## src/core/prl_defs.svh

```systemverilog
/*
 * Offsets, field positions, reset values and remap codes of the
 * port-three remap and status/command registers.
 * Assumes an 8-bit register address space on the serial slave side.
 */
`ifndef PRL_DEFS_SVH
`define PRL_DEFS_SVH

// ==========================================================
// register offsets
`define PRL_ADDR_REMAP3    8'hFC
`define PRL_ADDR_STATUS    8'hFF

// ==========================================================
// reset values
`define PRL_REMAP3_RST     4'h3
`define PRL_STATUS_RST     8'h00

// ==========================================================
// status/command fields
`define PRL_STAT_PROT_BIT  0
`define PRL_STAT_SRST_BIT  1

// ==========================================================
// remap nibble codes
`define PRL_CODE_DISABLED  4'h0
`define PRL_CODE_LOG1      4'h1
`define PRL_CODE_LOG3      4'h3
`define PRL_NATURAL_PORT   2'h3

`endif

```

## src/core/prl_pkg.sv

```systemverilog
/*
 * Types shared by the port remap and configuration lock block.
 * Assumes prl_defs.svh for widths of stored fields.
 */
package prl_pkg;

  // ==========================================================
  // register state of the top module
  typedef struct packed {
    logic [3:0] remap;
    logic       protect;
    logic       soft_rst;
    logic [7:0] rdata;
    logic [1:0] port3_log;
    logic       port3_en;
  } prl_state_t;

endpackage : prl_pkg

```

## src/core/prl_map_if.sv

```systemverilog
/*
 * Carrier between the register bank and the remap decoder.
 * Assumes both ends run on the same clock; signals are combinational.
 */
interface prl_map_if;
  logic [3:0] code;
  logic       remap_en;
  logic [1:0] logical;
  logic       enabled;

  modport dec
  (
    input  code,
    input  remap_en,
    output logical,
    output enabled
  );

  modport bank
  (
    output code,
    output remap_en,
    input  logical,
    input  enabled
  );
endinterface : prl_map_if

```

## src/core/prl_remap_decode.sv

```systemverilog
/*
 * Decodes the stored port-three remap code into a logical port number.
 * Assumes the stored code never holds a reserved value.
 */
`include "prl_defs.svh"

module prl_remap_decode
  import prl_pkg::*;
(
  prl_map_if.dec m
);

  // ==========================================================
  // code to logical number
  always_comb
  begin
    if (!m.remap_en)
    begin
      // natural numbering while remap mode is off
      m.enabled = 1'b1;
      m.logical = `PRL_NATURAL_PORT;
    end
    else if (m.code >= `PRL_CODE_LOG1 && m.code <= `PRL_CODE_LOG3)
    begin
      m.enabled = 1'b1;
      m.logical = m.code[1:0];
    end
    else
    begin
      m.enabled = 1'b0;
      m.logical = 2'h0;
    end
  end

endmodule : prl_remap_decode

```

## src/core/prl_top.sv

```systemverilog
/*
 * Port-three remap register and status/command register with soft
 * reset and write-once configuration protect.
 * Assumes a serial slave front end that presents single-cycle byte
 * read and write strobes with an 8-bit register address.
 */
`include "prl_defs.svh"

// Functional notes
// - low nibble picks logical number of port three; zero disables it.
// - codes one to three map port three to logical one to three.
// - reserved codes four and above are stored as the disabled code.
// - remap register resets to 0x03, port three as logical three.
// - remapping applies only while remap mode enable is set.
// - writing one to status bit 1 resets serial side and config.
// - soft reset bit clears itself; zero means normal running.
// - status bit 0 set write-protects configuration memory.
// - protect bit is write once, cleared only by external reset.
// - with protect clear, register accesses are accepted normally.
module prl_top
  import prl_pkg::*;
(
  input  wire logic       mclk_i,
  input  wire logic       srst_i,
  input  wire logic [7:0] reg_addr_i,
  input  wire logic [7:0] reg_wdata_i,
  input  wire logic       reg_wr_i,
  input  wire logic       reg_rd_i,
  input  wire logic       remap_mode_enable_i,
  output logic      [7:0] reg_rdata_o,
  output logic      [1:0] port3_logical_o,
  output logic            port3_enable_o,
  output logic            cfg_protect_o,
  output logic            soft_reset_o
);

  prl_state_t state;
  prl_state_t next_state;
  prl_map_if  map ();

  logic wr_remap;
  logic wr_status;

  // ==========================================================
  // decoder
  assign map.code     = state.remap;
  assign map.remap_en = remap_mode_enable_i;

  prl_remap_decode u_dec
  (
    .m (map.dec)
  );

  assign wr_remap  = reg_wr_i && reg_addr_i == `PRL_ADDR_REMAP3;
  assign wr_status = reg_wr_i && reg_addr_i == `PRL_ADDR_STATUS;

  // ==========================================================
  // next state
  always_comb
  begin
    next_state          = state;
    next_state.soft_rst = 1'b0;
    next_state.rdata    = 8'h00;
    if (wr_remap && !state.protect)
    begin
      if (reg_wdata_i[3:0] > `PRL_CODE_LOG3)
        next_state.remap = `PRL_CODE_DISABLED;
      else
        next_state.remap = reg_wdata_i[3:0];
    end
    if (wr_status)
    begin
      if (reg_wdata_i[`PRL_STAT_PROT_BIT])
        next_state.protect = 1'b1;
      if (reg_wdata_i[`PRL_STAT_SRST_BIT])
      begin
        next_state.soft_rst = 1'b1;
        next_state.remap    = `PRL_REMAP3_RST;
      end
    end
    if (reg_rd_i)
    begin
      case (reg_addr_i)
        `PRL_ADDR_REMAP3: next_state.rdata = {4'h0, state.remap};
        `PRL_ADDR_STATUS: next_state.rdata = {6'h00, state.soft_rst,
                                              state.protect};
        default:          next_state.rdata = 8'h00;
      endcase
    end
    next_state.port3_log = map.logical;
    next_state.port3_en  = map.enabled;
  end

  // ==========================================================
  // registers
  always_ff @(posedge mclk_i)
  begin
    if (srst_i)
    begin
      state.remap     <= `PRL_REMAP3_RST;
      state.protect   <= 1'b0;
      state.soft_rst  <= 1'b0;
      state.rdata     <= 8'h00;
      state.port3_log <= `PRL_NATURAL_PORT;
      state.port3_en  <= 1'b1;
    end
    else
      state <= next_state;
  end

  assign reg_rdata_o     = state.rdata;
  assign port3_logical_o = state.port3_log;
  assign port3_enable_o  = state.port3_en;
  assign cfg_protect_o   = state.protect;
  assign soft_reset_o    = state.soft_rst;
endmodule : prl_top

```

## config.mk

```make
export PLATFORM = sky130hd
export DESIGN_NAME = prl_top
export DESIGN_NICKNAME = d
export VERILOG_FILES = /design/src/core/prl_pkg.sv /design/src/core/prl_map_if.sv /design/src/core/prl_remap_decode.sv /design/src/core/prl_top.sv
export VERILOG_INCLUDE_DIRS = /design/src /design/src/core
export SDC_FILE = /design/constraint.sdc
export NUM_CORES = 1
export LEC_CHECK = 0
export BUFFER_PORTS_ARGS = -buffer_cell sky130_fd_sc_hd__clkbuf_2
export CORE_MARGIN = 2
export CORE_UTILIZATION = 36
export DETAILED_ROUTE_END_ITERATION = 10
export PLACE_DENSITY = 0.72
export SLEW_MARGIN = 20
export SYNTH_ARGS = -nofsm -noshare
export SYNTH_HDL_FRONTEND = slang
export SYNTH_HIERARCHICAL = 1
export SYNTH_SLANG_ARGS = --single-unit
```

## constraint.sdc

```tcl
create_clock -name mclk_i -period 1.3 [get_ports mclk_i]
set_input_delay 0.195 -clock mclk_i [delete_from_list [all_inputs] [get_ports mclk_i]]
set_output_delay 0.195 -clock mclk_i [all_outputs]
set_load 0.02 [all_outputs]
```

==> Implementation_results.wiki <==
{| class="wikitable"
! Metric !! Value
|-
| Outcome || complete, no violations
|-
| CTS H-tree lvls || 1
|-
| Startpoint class of the critical path || flip-flop
|-
| Average wire length per cell after detail routing || 9.25 um
|-
| Summed area of non-filler cells in the final layout || between 700 and 800 um2
|-
| Count of antenna-violating nets left after detailed routing || 0
|-
| Die Span X || 43.0 um
|-
| Slowest cell on the critical path || dfxtp_2
|-
| Crit path capture type || flip-flop
|-
| Crit path cell chain || or3_1, a211oi_2, nor2_1, and2_1
|-
| Required time of the critical path || between 1 and 1.5 ns
|-
| TritonCTS clock tree || yes
|-
| Category of the most critical setup path || reg -> reg
|-
| Final setup fails || 0
|-
| DR iter-0 viols || 9
|-
| Fraction of final layout cells with drive strength greater than 1 || 0.404
|-
| Unrepaired setup endpoints after global routing || yes
|-
| Total Negative Setup Slacks || 0 ns
|-
| Sum of net half-perimeters after detailed placement || about 840 um
|-
| Cell at the root of the clock tree || clkbuf_4
|-
| Initial Utilization || 0.372
|-
| Buffers on Ports || 25
|-
| Shortest period the worst path allows || approximately 1.3 ns
|-
| Maximum clock frequency || roughly 0.79 GHz
|-
| Total DRC errors in the routed layout || 0
|-
| Worst-case clock skew || approximately 0.0013 ns
|-
| Number of antenna cells inserted || 0
|-
| Routed Wire Length || just over 1000 um
|-
| Clock sinks || 13
|-
| Via count of the first global-routing pass || roughly 480
|-
| DIE HEIGHT || between 40 and 50 um
|-
| Critical path peak fanout || 3
|-
| Arrival time at the worst endpoint || approximately 1.4 ns
|-
| Clock slew at reported path FFs || ~0.070 ns
|-
| Worst Hold Margin || 0.192 ns
|-
| Inst Count DP || 106
|-
| Fill cell instance count of the final layout || roughly 160
|-
| Avg Cell Area, Syn || ~8.7 um2
|-
| Core footprint || roughly 1500 um2
|-
| Global-route total usage across every layer || 0.136
|-
| Max_cap viols || 0
|-
| Cells after synthesis || between 60 and 70
|-
| Class of the worst hold path || in -> reg
|-
| Number of max-slew violations in the final report || 0
|-
| Relative area change from synthesis to final layout || 32.6%
|-
| Final worst path period share || 0.972
|-
| Power density relative to cell area || 975 nW/um2
|-
| CTS Buf Count || 3
|-
| Total standard cell area after synthesis || 548 um2
|-
| Number of antenna violations at the first check in global routing || 0
|-
| Die Outline Area || around 1900 um2
|-
| Placer's final routability congestion estimate || between 0.7 and 0.8
|-
| Num rows || 14
|-
| Final Net Count || 116
|-
| Clock latency on the worst-skew pair || 0.27 ns
|-
| Library cells used by synthesis || 22
|-
| Top-level I/O count || 34
|-
| Global-route wire length before repair || between 1500 and 2000 um
|-
| Number of standard cells in the final layout excluding fillers || 110
|-
| P_leak || 0.346 nW
|-
| Worst IR Drop VDD || 0.364 mV
|-
| Maximum count of clock buffers along a single path || 2
|-
| Setup Buffers After CTS || 0
|-
| Number of warnings issued by yosys || 6
|-
| Crit path largest cell delay || approximately 0.32 ns
|-
| Worst setup timing slack at the placement stage || approximately 0.024 ns
|-
| Fin worst setup slack || between 0.03 and 0.04 ns
|-
| DR pass1 iterations || 4
|-
| Via Count || roughly 500
|-
| Global-route congestion overflow total || 0
|-
| Post-placement cell area || approximately 700 um2
|-
| Number of buffers inserted by hold repair at cts || 0
|-
| Post-synthesis sequential element count || 13
|-
| Share of synthesized area occupied by flip-flops and latches || 0.475
|-
| Quantity of gates resized following cts || 0
|-
| Number of endpoints with negative hold slack in the final report || 0
|-
| Pin count of the biggest net entering global routing || 11
|-
| Via density per instance || between 4 and 5
|}
[synth_stat cells]
master,instances,area (um2)
a211oi_2,1,12.5
a41oi_1,1,8.76
buf_4,4,30.0
or4_1,1,7.51
inv_1,3,11.3
or2_1,1,6.26
nand3_1,4,20.0
and3_1,2,12.5
a31oi_1,2,12.5
o21ai_1,3,15.0
nor3_1,4,20.0
a21oi_1,2,10.0
nand4_4,1,21.3
nand2_1,5,18.8
nor2_1,6,22.5
or3_1,1,6.26
or2_2,3,18.8
and2_1,2,12.5
conb_1,1,3.75
dfxtp_1,13,260
buf_2,1,5.00
nor4_1,2,12.5
[layout make-up]
cell class	count	area [um2]	share of cell area
flip-flops and latches	13	262	0.360
multi-input cells	45	253	0.348
repair buffers	29	155	0.213
clock buffers	4	26.3	0.0361
well taps	16	20.0	0.0275
inverters	3	11.3	0.0155
[critical path, delay by kind of cell (launching register included)]
kind,cells,cell delay (ns)
flip-flops,1,0.32
AND/OR/NAND/NOR,3,0.54
AO/OA/AOI/OAI,1,0.30
[registers in the layout, summed over array words and instances (netlist names)]
register / count
map.code: 4
port3_enable_o: 1
port3_logical_o: 2
reg_rdata_o: 4
soft_reset_o: 1
cfg_protect_o: 1
[report_power, final]
group | switching (mW) | leakage [nW] | internal [mW] | total, mW
sequential | 0.000182 | 0.105 | 0.398 | 0.398
combinational | 0.0419 | 0.225 | 0.0304 | 0.0724
clock | 0.120 | 0.0150 | 0.119 | 0.238
[through the flow]
step,utilization,total power [mW]
6_report,0.494,0.709
5_1_grt,0.494,0.748
4_1_cts,0.494,0.725
3_5_place_dp,0.476,0.480
3_3_place_gp,0.476,0.479
2_1_floorplan,-,0.447
[routing by layer]
layer	GRT usage	wire length, um	up-vias
met5	0	0	-
met4	0.109	13	0
li1	-	-	274
met2	0.230	509	20
met3	0.0383	74	2
met1	0.137	419	219
[placed cells by master (no fill, tap or decap), types with 2 or more instances in the layout]
cell | Yosys | routed
clkbuf_2 | 0 | 25
dfxtp_1 | 13 | 12
nor2_1 | 6 | 6
nand2_1 | 5 | 5
nor3_1 | 4 | 4
nand3_1 | 4 | 4
conb_1 | 1 | 4
buf_4 | 4 | 4
or2_2 | 3 | 3
inv_1 | 3 | 3
clkbuf_4 | 0 | 3
o21ai_1 | 3 | 3
a31oi_1 | 2 | 2
nor4_1 | 2 | 2
and3_1 | 2 | 2
a21oi_1 | 2 | 2
and2_1 | 2 | 2
[cells by family after synthesis]
kind of cell,count (synthesis),share of synthesized area
AND/OR/NAND/NOR,32,0.326
other,1,0.00684
buffers and inverters,8,0.0845
AO/OA/AOI/OAI,9,0.107
flip-flops,13,0.475
[final timing paths]
check,startpoint,to,slack (ns),cells past startpoint
max reg2reg,cfg_protect_o,map.code[2],0.04,4
max,cfg_protect_o,map.code[2],0.04,4
min,reg_wdata_i[0],map.code[0],0.19,3
min reg2reg,map.code[3],map.code[3],0.48,1
No activity file was read; power rests on OpenSTA's default activity.
